### config.mk
export PLATFORM = sky130hd
export DESIGN_NAME = su_core
export DESIGN_NICKNAME = d
export VERILOG_FILES = /design/src/rtl/su_pkg.sv /design/src/rtl/su_core.sv /design/src/rtl/su_sync2.sv /design/src/rtl/su_tick.sv
export SDC_FILE = /design/constraint.sdc
export NUM_CORES = 1
export LEC_CHECK = 0
export BUFFER_PORTS_ARGS = -buffer_cell sky130_fd_sc_hd__buf_4
export CAP_MARGIN = 40
export CORE_ASPECT_RATIO = 0.9
export CORE_MARGIN = 3
export CORE_UTILIZATION = 41
export CTS_CLUSTER_SIZE = 24
export DETAILED_ROUTE_END_ITERATION = 12
export PLACE_DENSITY = 0.7
export SYNTH_ARGS = -nofsm -noshare
export SYNTH_HDL_FRONTEND = slang
export SYNTH_SLANG_ARGS = --single-unit
### constraint.sdc
create_clock -name pclk -period 6.2 [get_ports pclk]
set_input_delay 1.24 -clock pclk [delete_from_list [all_inputs] [get_ports pclk]]
set_output_delay 1.24 -clock pclk [all_outputs]
set_load 0.03 [all_outputs]
### src/rtl/su_pkg.sv
// su_pkg.sv: offsets, field positions, reset values and state codes
// assumes: one APB slave on pclk (25 MHz), 32-bit data, byte addresses
// How it works
// - a break on the receive line sets the framing fault, never parity
// - receiver keeps running in a break, so a cleared framing fault returns once the receive buffer is read
// - transmit disabled hands the transmit pin to port direction and level
// - clearing transmit enable resets the transmitter at once, except in clocked mode with receive enabled
// - clocked mode never starts a transfer while a receive fault is set
// - disabling the receiver leaves the three fault flags untouched
// - asynchronous timing comes from a basic clock at sixteen times bit rate
// - start edge found on the basic clock, bits taken at eighth pulse
// - clock pin switched from clock out to port use drives low briefly
// - buffer write clears the empty flag; move to shifter sets it
// - buffer writes always accepted; an unmoved word is overwritten
// - a frame ending while the full flag is set reports overrun
// - reading the receive buffer clears the full flag; set wins
// - low power mode runs the unit only with the sub clock divider set or on an external clock in clocked mode
// - any fault flag with receive interrupts on raises the fault request
package su_pkg;
  // ********************
  // register map
  // ********************
  localparam logic [7:0] ADDR_CTL = 8'h00;
  localparam logic [7:0] ADDR_BAUD = 8'h04;
  localparam logic [7:0] ADDR_FLAG = 8'h08;
  localparam logic [7:0] ADDR_TXB = 8'h0C;
  localparam logic [7:0] ADDR_RXB = 8'h10;
  localparam logic [7:0] ADDR_PORT = 8'h14;
  // control bits
  localparam int CTL_TE = 0;
  localparam int CTL_RE = 1;
  localparam int CTL_SYNC = 2;
  localparam int CTL_CKHI = 3;
  localparam int CTL_CKLO = 4;
  localparam int CTL_RIE = 5;
  localparam int CTL_PAR = 6;
  localparam int CTL_SUBDIV = 7;
  // flag bits
  localparam int FL_TX_BUFFER_EMPTY_FLAG = 0;
  localparam int FL_RX_BUFFER_FULL_FLAG = 1;
  localparam int FL_OER = 2;
  localparam int FL_FER = 3;
  localparam int FL_PER = 4;
  // port bits
  localparam int PORT_DIR = 0;
  localparam int PORT_LVL = 1;
  // reset values
  localparam logic [7:0] CTL_RST = 8'h00;
  localparam logic [7:0] BAUD_RST = 8'h00;
  localparam logic [1:0] PORT_RST = 2'h0;
  // ********************
  // bit timing
  // ********************
  localparam logic [3:0] PH_SAMPLE = 4'h7;
  localparam logic [3:0] PH_LAST = 4'hF;
  localparam logic [3:0] BIT_DLAST = 4'h7;
  localparam logic [3:0] BIT_PLAST = 4'h8;
  typedef enum logic [3:0] {
    TX_IDLE = 4'b0001,
    TX_START = 4'b0010,
    TX_DATA = 4'b0100,
    TX_STOP = 4'b1000
  } su_tx_t;
  typedef enum logic [3:0] {
    RX_IDLE = 4'b0001,
    RX_START = 4'b0010,
    RX_DATA = 4'b0100,
    RX_STOP = 4'b1000
  } su_rx_t;
endpackage : su_pkg

### src/rtl/su_core.sv
// su_core.sv: serial unit, asynchronous and clocked modes, APB registers
// assumes: APB master on pclk; pins are joined to pads outside
`timescale 1ns/100ps
module su_core (
  // clock and reset
  input wire logic pclk,
  input wire logic presetn,
  // apb
  input wire logic [7:0] paddr,
  input wire logic psel,
  input wire logic penable,
  input wire logic pwrite,
  input wire logic [31:0] pwdata,
  output logic [31:0] prdata,
  output logic pready,
  output logic pslverr,
  // serial pins
  input wire logic rx_line_pin,
  output logic tx_line_out,
  output logic tx_line_oe,
  input wire logic sck_in,
  output logic sck_out,
  output logic sck_oe,
  // system
  input wire logic sub_clock_mode,
  output logic rx_fault_irq
);
  // ********************
  // state
  // ********************
  typedef struct packed {
    su_pkg::su_tx_t tx;
    su_pkg::su_rx_t rx;
    logic [3:0] tcnt;
    logic [3:0] rcnt;
    logic [3:0] tbit;
    logic [3:0] rbit;
    logic [7:0] tx_buffer_word;
    logic [7:0] tx_shift_word;
    logic [7:0] rsr;
    logic [7:0] rx_buffer_word;
    logic tpar, rpar;
    logic tx_buffer_empty_flag, rx_buffer_full_flag, overrun_fault_flag, framing_fault_flag, per;
    logic [7:0] ctl;
    logic [7:0] baud;
    logic [1:0] port;
    logic tx_bit, sck_lvl, sck_prev, ck_drive;
    logic [31:0] rdata;
    logic txd, txoe, ckd, ckoe, irq;
  } su_core_t;
  su_core_t s;
  su_core_t next_s;

  function automatic logic su_mapped(input logic [7:0] a);
    su_mapped = (a == su_pkg::ADDR_CTL) || (a == su_pkg::ADDR_BAUD) ||
      (a == su_pkg::ADDR_FLAG) || (a == su_pkg::ADDR_TXB) ||
      (a == su_pkg::ADDR_RXB) || (a == su_pkg::ADDR_PORT);
  endfunction : su_mapped

  logic [1:0] pin_s;
  logic rx_s, sck_s, tick, run;
  logic te, re, sync_on, ext, par_on, err;
  logic wr_ok, rd_ok, keep_full, fin, fin_ok, fin_pbad;
  logic ev_samp, ev_shift, rise, fall, load;
  logic [3:0] tlast, rlast;

  // ********************
  // pins and pulses
  // ********************
  su_sync2 u_sync (
    .pclk(pclk),
    .presetn(presetn),
    .d({sck_in, rx_line_pin}),
    .q(pin_s)
  );
  assign rx_s = pin_s[0];
  assign sck_s = pin_s[1];

  // sub clock mode stalls the basic clock unless divider bit set
  assign run = (te || re) &&
    !(sub_clock_mode && !s.ctl[su_pkg::CTL_SUBDIV]);
  su_tick u_tick (
    .pclk(pclk),
    .presetn(presetn),
    .div(s.baud),
    .run(run),
    .tick(tick)
  );

  assign te = s.ctl[su_pkg::CTL_TE];
  assign re = s.ctl[su_pkg::CTL_RE];
  assign sync_on = s.ctl[su_pkg::CTL_SYNC];
  assign ext = sync_on && s.ctl[su_pkg::CTL_CKHI];
  assign par_on = s.ctl[su_pkg::CTL_PAR] && !sync_on;
  assign err = s.overrun_fault_flag || s.framing_fault_flag || s.per;
  assign wr_ok = psel && penable && pwrite;
  assign rd_ok = psel && penable && !pwrite;
  assign keep_full = s.rx_buffer_full_flag && !(rd_ok && paddr == su_pkg::ADDR_RXB);
  assign rise = sck_s && !s.sck_prev;
  assign fall = !sck_s && s.sck_prev;
  // sample mid-bit at the eighth basic pulse
  assign ev_samp = ext ? rise : (tick && s.tcnt == su_pkg::PH_SAMPLE);
  assign ev_shift = ext ? fall : (tick && s.tcnt == su_pkg::PH_LAST);
  assign tlast = par_on ? su_pkg::BIT_PLAST : su_pkg::BIT_DLAST;
  assign rlast = tlast;
  assign load = te && !s.tx_buffer_empty_flag;

  // ********************
  // next state
  // ********************
  always_comb begin
    next_s = s;
    fin = 1'b0;
    fin_ok = 1'b1;
    fin_pbad = 1'b0;
    next_s.sck_prev = sck_s;
    // transmitter, and clocked-mode frame engine
    if (s.tx != su_pkg::TX_IDLE && tick) begin
      next_s.tcnt = s.tcnt + 4'h1;
    end
    case (s.tx)
      su_pkg::TX_IDLE: begin
        next_s.tcnt = 4'h0;
        next_s.tbit = 4'h0;
        if (sync_on) begin
          // receive faults block a clocked start
          if (!err && (load || (re && !te))) begin
            next_s.tx = su_pkg::TX_DATA;
            next_s.tx_shift_word = load ? s.tx_buffer_word : 8'hFF;
            next_s.tx_bit = load ? s.tx_buffer_word[0] : 1'b1;
            // move to shifter sets empty flag
            next_s.tx_buffer_empty_flag = s.tx_buffer_empty_flag || load;
          end
        end else if (load) begin
          next_s.tx = su_pkg::TX_START;
          next_s.tx_shift_word = s.tx_buffer_word;
          next_s.tpar = ^s.tx_buffer_word;
          next_s.tx_bit = 1'b0;
          next_s.tx_buffer_empty_flag = 1'b1;
        end
      end
      su_pkg::TX_START: begin
        if (ev_shift) begin
          next_s.tx = su_pkg::TX_DATA;
          next_s.tx_bit = s.tx_shift_word[0];
        end
      end
      su_pkg::TX_DATA: begin
        if (sync_on && re && ev_samp) begin
          next_s.rsr = {rx_s, s.rsr[7:1]};
        end
        if (ev_shift) begin
          if (sync_on && s.tbit == su_pkg::BIT_DLAST) begin
            next_s.tx = su_pkg::TX_IDLE;
            fin = re;
          end else if (s.tbit == tlast) begin
            next_s.tx = su_pkg::TX_STOP;
            next_s.tx_bit = 1'b1;
          end else begin
            next_s.tbit = s.tbit + 4'h1;
            next_s.tx_shift_word = {1'b1, s.tx_shift_word[7:1]};
            next_s.tx_bit = (s.tbit == su_pkg::BIT_DLAST) ? s.tpar :
              s.tx_shift_word[1];
          end
        end
      end
      su_pkg::TX_STOP: begin
        if (ev_shift) begin
          next_s.tx = su_pkg::TX_IDLE;
        end
      end
      default: begin
        next_s.tx = su_pkg::TX_IDLE;
      end
    endcase
    // transmit disable drops any frame in flight, except in clocked mode with receive enabled
    if (!te && !(sync_on && re)) begin
      next_s.tx = su_pkg::TX_IDLE;
      next_s.tx_bit = 1'b1;
    end
    // asynchronous receiver; level low after idle is the start edge
    if (s.rx != su_pkg::RX_IDLE && tick) begin
      next_s.rcnt = s.rcnt + 4'h1;
    end
    case (s.rx)
      su_pkg::RX_IDLE: begin
        next_s.rcnt = 4'h0;
        next_s.rbit = 4'h0;
        // a held break restarts a frame at once
        if (tick && !rx_s) begin
          next_s.rx = su_pkg::RX_START;
        end
      end
      su_pkg::RX_START: begin
        if (tick && s.rcnt == su_pkg::PH_SAMPLE) begin
          next_s.rx = rx_s ? su_pkg::RX_IDLE : su_pkg::RX_DATA;
        end
      end
      su_pkg::RX_DATA: begin
        if (tick && s.rcnt == su_pkg::PH_SAMPLE) begin
          if (s.rbit == su_pkg::BIT_PLAST) begin
            next_s.rpar = rx_s;
          end else begin
            next_s.rsr = {rx_s, s.rsr[7:1]};
          end
          if (s.rbit == rlast) begin
            next_s.rx = su_pkg::RX_STOP;
          end else begin
            next_s.rbit = s.rbit + 4'h1;
          end
        end
      end
      su_pkg::RX_STOP: begin
        if (tick && s.rcnt == su_pkg::PH_SAMPLE) begin
          next_s.rx = su_pkg::RX_IDLE;
          fin = 1'b1;
          fin_ok = rx_s;
          fin_pbad = par_on && ((^s.rsr) != s.rpar);
        end
      end
      default: begin
        next_s.rx = su_pkg::RX_IDLE;
      end
    endcase
    // receiver off stops framing, flags stay
    if (!re || sync_on) begin
      next_s.rx = su_pkg::RX_IDLE;
    end
    // register writes
    if (wr_ok) begin
      if (paddr == su_pkg::ADDR_CTL) begin
        next_s.ctl = pwdata[7:0];
      end else if (paddr == su_pkg::ADDR_BAUD) begin
        next_s.baud = pwdata[7:0];
      end else if (paddr == su_pkg::ADDR_PORT) begin
        next_s.port = pwdata[1:0];
      end else if (paddr == su_pkg::ADDR_FLAG) begin
        // fault flags clear by writing zero to them
        next_s.overrun_fault_flag = s.overrun_fault_flag && pwdata[su_pkg::FL_OER];
        next_s.framing_fault_flag = s.framing_fault_flag && pwdata[su_pkg::FL_FER];
        next_s.per = s.per && pwdata[su_pkg::FL_PER];
      end else if (paddr == su_pkg::ADDR_TXB) begin
        // always accepted, may overwrite an unmoved word
        next_s.tx_buffer_word = pwdata[7:0];
        next_s.tx_buffer_empty_flag = 1'b0;
      end
    end
    // buffer read clears the full flag
    if (rd_ok && paddr == su_pkg::ADDR_RXB) begin
      next_s.rx_buffer_full_flag = 1'b0;
    end
    // frame end; applied last so a set beats any clear
    if (fin) begin
      // still full at frame end means overrun
      if (keep_full) begin
        next_s.overrun_fault_flag = 1'b1;
      end else begin
        next_s.rx_buffer_word = s.rsr;
        next_s.rx_buffer_full_flag = 1'b1;
        // stop bit low sets framing fault
        next_s.framing_fault_flag = s.framing_fault_flag || !fin_ok;
        next_s.per = s.per || fin_pbad;
      end
    end
    // read data captured in setup so prdata comes from a flop
    if (psel && !penable) begin
      if (paddr == su_pkg::ADDR_CTL) begin
        next_s.rdata = {24'h000000, s.ctl};
      end else if (paddr == su_pkg::ADDR_BAUD) begin
        next_s.rdata = {24'h000000, s.baud};
      end else if (paddr == su_pkg::ADDR_FLAG) begin
        next_s.rdata = {27'h0000000, s.per, s.framing_fault_flag, s.overrun_fault_flag, s.rx_buffer_full_flag, s.tx_buffer_empty_flag};
      end else if (paddr == su_pkg::ADDR_TXB) begin
        next_s.rdata = {24'h000000, s.tx_buffer_word};
      end else if (paddr == su_pkg::ADDR_RXB) begin
        next_s.rdata = {24'h000000, s.rx_buffer_word};
      end else if (paddr == su_pkg::ADDR_PORT) begin
        next_s.rdata = {30'h00000000, s.port};
      end else begin
        next_s.rdata = 32'h00000000;
      end
    end
    // pins, from the values that take effect this edge
    // port direction and level own the pin while off
    next_s.txd = next_s.ctl[su_pkg::CTL_TE] ? next_s.tx_bit :
      next_s.port[su_pkg::PORT_LVL];
    next_s.txoe = next_s.ctl[su_pkg::CTL_TE] ||
      next_s.port[su_pkg::PORT_DIR];
    next_s.ck_drive = next_s.ctl[su_pkg::CTL_SYNC] &&
      !next_s.ctl[su_pkg::CTL_CKHI];
    // internal clock low for the first half of each bit
    next_s.sck_lvl = !(next_s.tx == su_pkg::TX_DATA && !next_s.tcnt[3]);
    // one-clock low pulse when clock out turns to port use
    next_s.ckoe = next_s.ck_drive || (s.ck_drive &&
      !next_s.ctl[su_pkg::CTL_SYNC] && !next_s.ctl[su_pkg::CTL_CKHI] &&
      !next_s.ctl[su_pkg::CTL_CKLO]);
    next_s.ckd = next_s.ck_drive && next_s.sck_lvl;
    next_s.irq = next_s.ctl[su_pkg::CTL_RIE] &&
      (next_s.overrun_fault_flag || next_s.framing_fault_flag || next_s.per);
  end

  always_ff @(posedge pclk or negedge presetn) begin
    if (!presetn) begin
      s <= '0;
      s.tx <= su_pkg::TX_IDLE;
      s.rx <= su_pkg::RX_IDLE;
      s.tx_buffer_empty_flag <= 1'b1;
      s.ctl <= su_pkg::CTL_RST;
      s.baud <= su_pkg::BAUD_RST;
      s.port <= su_pkg::PORT_RST;
      s.tx_bit <= 1'b1;
      s.sck_lvl <= 1'b1;
      s.sck_prev <= 1'b1;
    end else begin
      s <= next_s;
    end
  end

  // ********************
  // outputs
  // ********************
  assign prdata = s.rdata;
  assign pready = psel && penable;
  assign pslverr = psel && penable && !su_mapped(paddr);
  assign tx_line_out = s.txd;
  assign tx_line_oe = s.txoe;
  assign sck_out = s.ckd;
  assign sck_oe = s.ckoe;
  assign rx_fault_irq = s.irq;
endmodule : su_core

### src/rtl/su_sync2.sv
// su_sync2.sv: two-flop synchroniser for the line and clock pins
// assumes: inputs are asynchronous to pclk
`timescale 1ns/100ps
module su_sync2 (
  // clock and reset
  input wire logic pclk,
  input wire logic presetn,
  // levels
  input wire logic [1:0] d,
  output logic [1:0] q
);
  typedef struct packed {
    logic [1:0] s1;
    logic [1:0] s2;
  } su_sy_t;
  su_sy_t s;
  su_sy_t next_s;
  always_comb begin
    next_s = s;
    next_s.s1 = d;
    next_s.s2 = s.s1;
  end
  // idle lines are high
  always_ff @(posedge pclk or negedge presetn) begin
    if (!presetn) begin
      s <= '1;
    end else begin
      s <= next_s;
    end
  end
  assign q = s.s2;
endmodule : su_sync2

### src/rtl/su_tick.sv
// su_tick.sv: basic clock pulse generator
// assumes: div is a software rate setting, stable while running
`timescale 1ns/100ps
module su_tick (
  // clock and reset
  input wire logic pclk,
  input wire logic presetn,
  // control
  input wire logic [7:0] div,
  input wire logic run,
  // pulse
  output logic tick
);
  typedef struct packed {
    logic [7:0] cnt;
    logic tick;
  } su_tk_t;
  su_tk_t s;
  su_tk_t next_s;
  always_comb begin
    next_s = s;
    next_s.tick = 1'b0;
    if (!run) begin
      next_s.cnt = 8'h00;
    end else if (s.cnt == div) begin
      next_s.cnt = 8'h00;
      next_s.tick = 1'b1;
    end else begin
      next_s.cnt = s.cnt + 8'h01;
    end
  end
  always_ff @(posedge pclk or negedge presetn) begin
    if (!presetn) begin
      s <= '0;
    end else begin
      s <= next_s;
    end
  end
  assign tick = s.tick;
endmodule : su_tick

==> metrics.cfg <==
[outcome]
status = complete, no violations

[placed_design]
place_congestion = 0.883
placed_area_um2 = 6180
pre_cts_slack_ps = 2930
dpl.hpwl_mm = 9.60
portBuffers = 38
dp.cells = 770

[worst_setup_path]
startpoint_type = input port
end_kind = output pin
r2r_start = u_tick.tick$_DFF_PN0_
criticalPathCategory = input port to output pin
r2r_setup_slack_ps = 3530
required_ps = 4960
cp_common_cell = buf_4
r2r_cells = 5
rr_endpoint = s[67]$_DFFE_PN0P_
cp_top_family = simple AND/OR/NAND/NOR gates
cp.buffers_inverters = 2
crit_chain = buf_4 -> nor2_1 -> a31oi_1 -> buf_4
crit_arrival_ps = 2050
cp_max_fo = 6
cp_slowest_cell = nor2_1
slowest_delay_ps = 360

[floorplanning]
die_height_um = 120
die_w_um = 132
pin_count = 87
die_area_um2 = 15800
rows = 40
coreArea_um2 = 13700
start_util_pct = 42.9

[hold_path]
hold_class = flop to flop
holdPathEnd = u_sync.q[0]$_DFF_PN1_
min_path_cells = 0
min_from = u_sync.next_s[0]$_DFF_PN1_

[synthesis]
synthFlopType = dfrtp_1
syn-instance-count = 568
synth_enable_flop_cells = 0
ys_async_sr_fraction_pct = 100
synth_area_per_cell_um2 = 10.4
synth_seq_area_share_pct = 47.0
netlist-cell-type-count = 78
synth_seq_cells = 110
synth.cell_area_um2 = 5880
yosys_warnings = 0

[cells_and_area]
final_cell_mix = dfrtp_1, nand2_1, nor2_1, buf_4, mux2_2
design_area_um2 = 6460
synthToLayoutAreaGrowth_pct = 9.72
layout-drive-gt1-share_pct = 20.8
antennaDiodeCount = 0
nNetsFinal = 646
final_common_cell = dfrtp_1
finalNonFillerCells = 786

[detailed_routing]
ant_nets = 0
first_pass_iters = 7
via_per_inst = 5.48
drc = 0
detail_route.wl_per_cell_um = 16.8
drt_wl_total_mm = 13.2
drt-initial-drc-count = 410
via_count = 4310

[job]
drv_cap = 0

[timing]
slew_violations = 0
min_period_ps = 3290
timing.final.crit_share_pct = 53.1
rsz0062_at_grt = no
max_slew.worst_pin.slew_ps = 841
hold_violations = 0
setup_tns_ps = 0
fmax_mhz = 304
setup_viol = 0
fin_ws_ps = 2910
skew_ps = 7.99
slew_headroom_pct = 43.4

[power]
leakagePower_nw = 2.91
vdd_drop_max_uv = 188
pwr_density_cell_nw_per_um2 = 214
p_total_mw = 1.38

[clock_tree]
cts-resized-gates = 0
clockBufferDepth = 2
clock-sinks = 110
post_cts_buffers = 0
cts.htree.levels = 3
cts_tree = built
root_buffer = clkbuf_16
clkLatencyLatePin_ps = 350
hold_buffers = 0
numCtsBuffers = 9
path_clk_slew_ps = 70

[global_routing]
grt_start_max_net_pins = 69
grt_pass1_vias = 4113
grt_pass1_wl_mm = 21.6
antenna_found_initial = 0
track_usage_pct = 17.1
grt_overflow = 0

state kept, by name, summed over array words and instances, names as in the netlist, 2 cells and up:
name           count
s                 83
u_sync.next_s      2
u_sync.q           2
prdata             8
u_tick.s           8
stage by stage:
stage	util (%)	hold slack, ps
after CTS	47.1	359
final	47.1	357
after detailed placement	45.1	349
after global routing	47.1	361
after floorplan	-	345
after global placement	45.1	346
synthesized netlist by cell type, types with 9 or more instances:
library cell | count | share of area [%]
mux2_2 | 37 | 7.1
dfrtp_1 | 101 | 43
nor2_1 | 43 | 2.7
nand2_1 | 50 | 3.2
buf_4 | 33 | 4.2
nand3_1 | 10 | 0.85
nor3_1 | 11 | 0.94
o22ai_1 | 9 | 0.96
and3_1 | 9 | 0.96
clkbuf_1 | 10 | 0.64
dfstp_2 | 9 | 4.0
a21oi_1 | 12 | 1.0
xnor2_1 | 19 | 2.8
inv_1 | 21 | 1.3
o21ai_0 | 34 | 2.9
nand2b_1 | 11 | 1.2
xor2_1 | 18 | 2.7
metal layers:
| layer | share of wire [%] | GRT usage [%] | vias up |
|---|---|---|---|
| li1 | - | - | 2010 |
| met1 | 46 | 24.4 | 2101 |
| met2 | 45 | 26.1 | 181 |
| met3 | 7.1 | 4.27 | 18 |
| met4 | 1.8 | 4.94 | 0 |
| met5 | 0 | 0 | - |
cell families (layout without fill, tap and decap cells):
family / Yosys count / after routing / share of synthesized area, %
AND/OR/NAND/NOR: 188 / 188 / 17.7
flip-flops: 110 / 110 / 47.0
AO/OA/AOI/OAI: 108 / 108 / 12.5
buffers and inverters: 72 / 78 / 7.06
multiplexers: 45 / 45 / 8.53
XOR/XNOR: 38 / 38 / 5.89
adder cells (fa/ha/maj): 6 / 6 / 1.28
other: 1 / 24 / 0.0637
worst register-to-register path: cells and delay by family, from the launching register on:
| family | cells | cell delay (ps) |
|---|---|---|
| DFF | 1 | 630 |
| muxes | 1 | 370 |
| and+or+nand+nor | 3 | 1350 |
| AOI/OAI and AO/OA | 1 | 210 |
worst max path at each step:
stage | depth (start not counted) | end | start
floorplan | 4 | pslverr | paddr[3]
global placement | 4 | pslverr | paddr[5]
detailed placement | 7 | tx_line_out$_DFF_PN0_ | paddr[5]
CTS | 4 | pslverr | paddr[5]
global route | 4 | pslverr | paddr[5]
finish | 4 | pslverr | paddr[5]
power breakdown:
part	internal [mW]	switching, mW
clock network	0.285	0.260
registers	0.731	0.0101
logic	0.0289	0.0699
final cells by class:
cell class	instances	area, µm²
fillers	1242	7260
inverters	21	78.8
clock inverters	5	35.0
clock buffers	11	243
well taps	189	236
flip-flops and latches	110	2760
multi-input cells	409	2790
repair buffers	41	308
No activity file was read; power rests on OpenSTA's default activity.
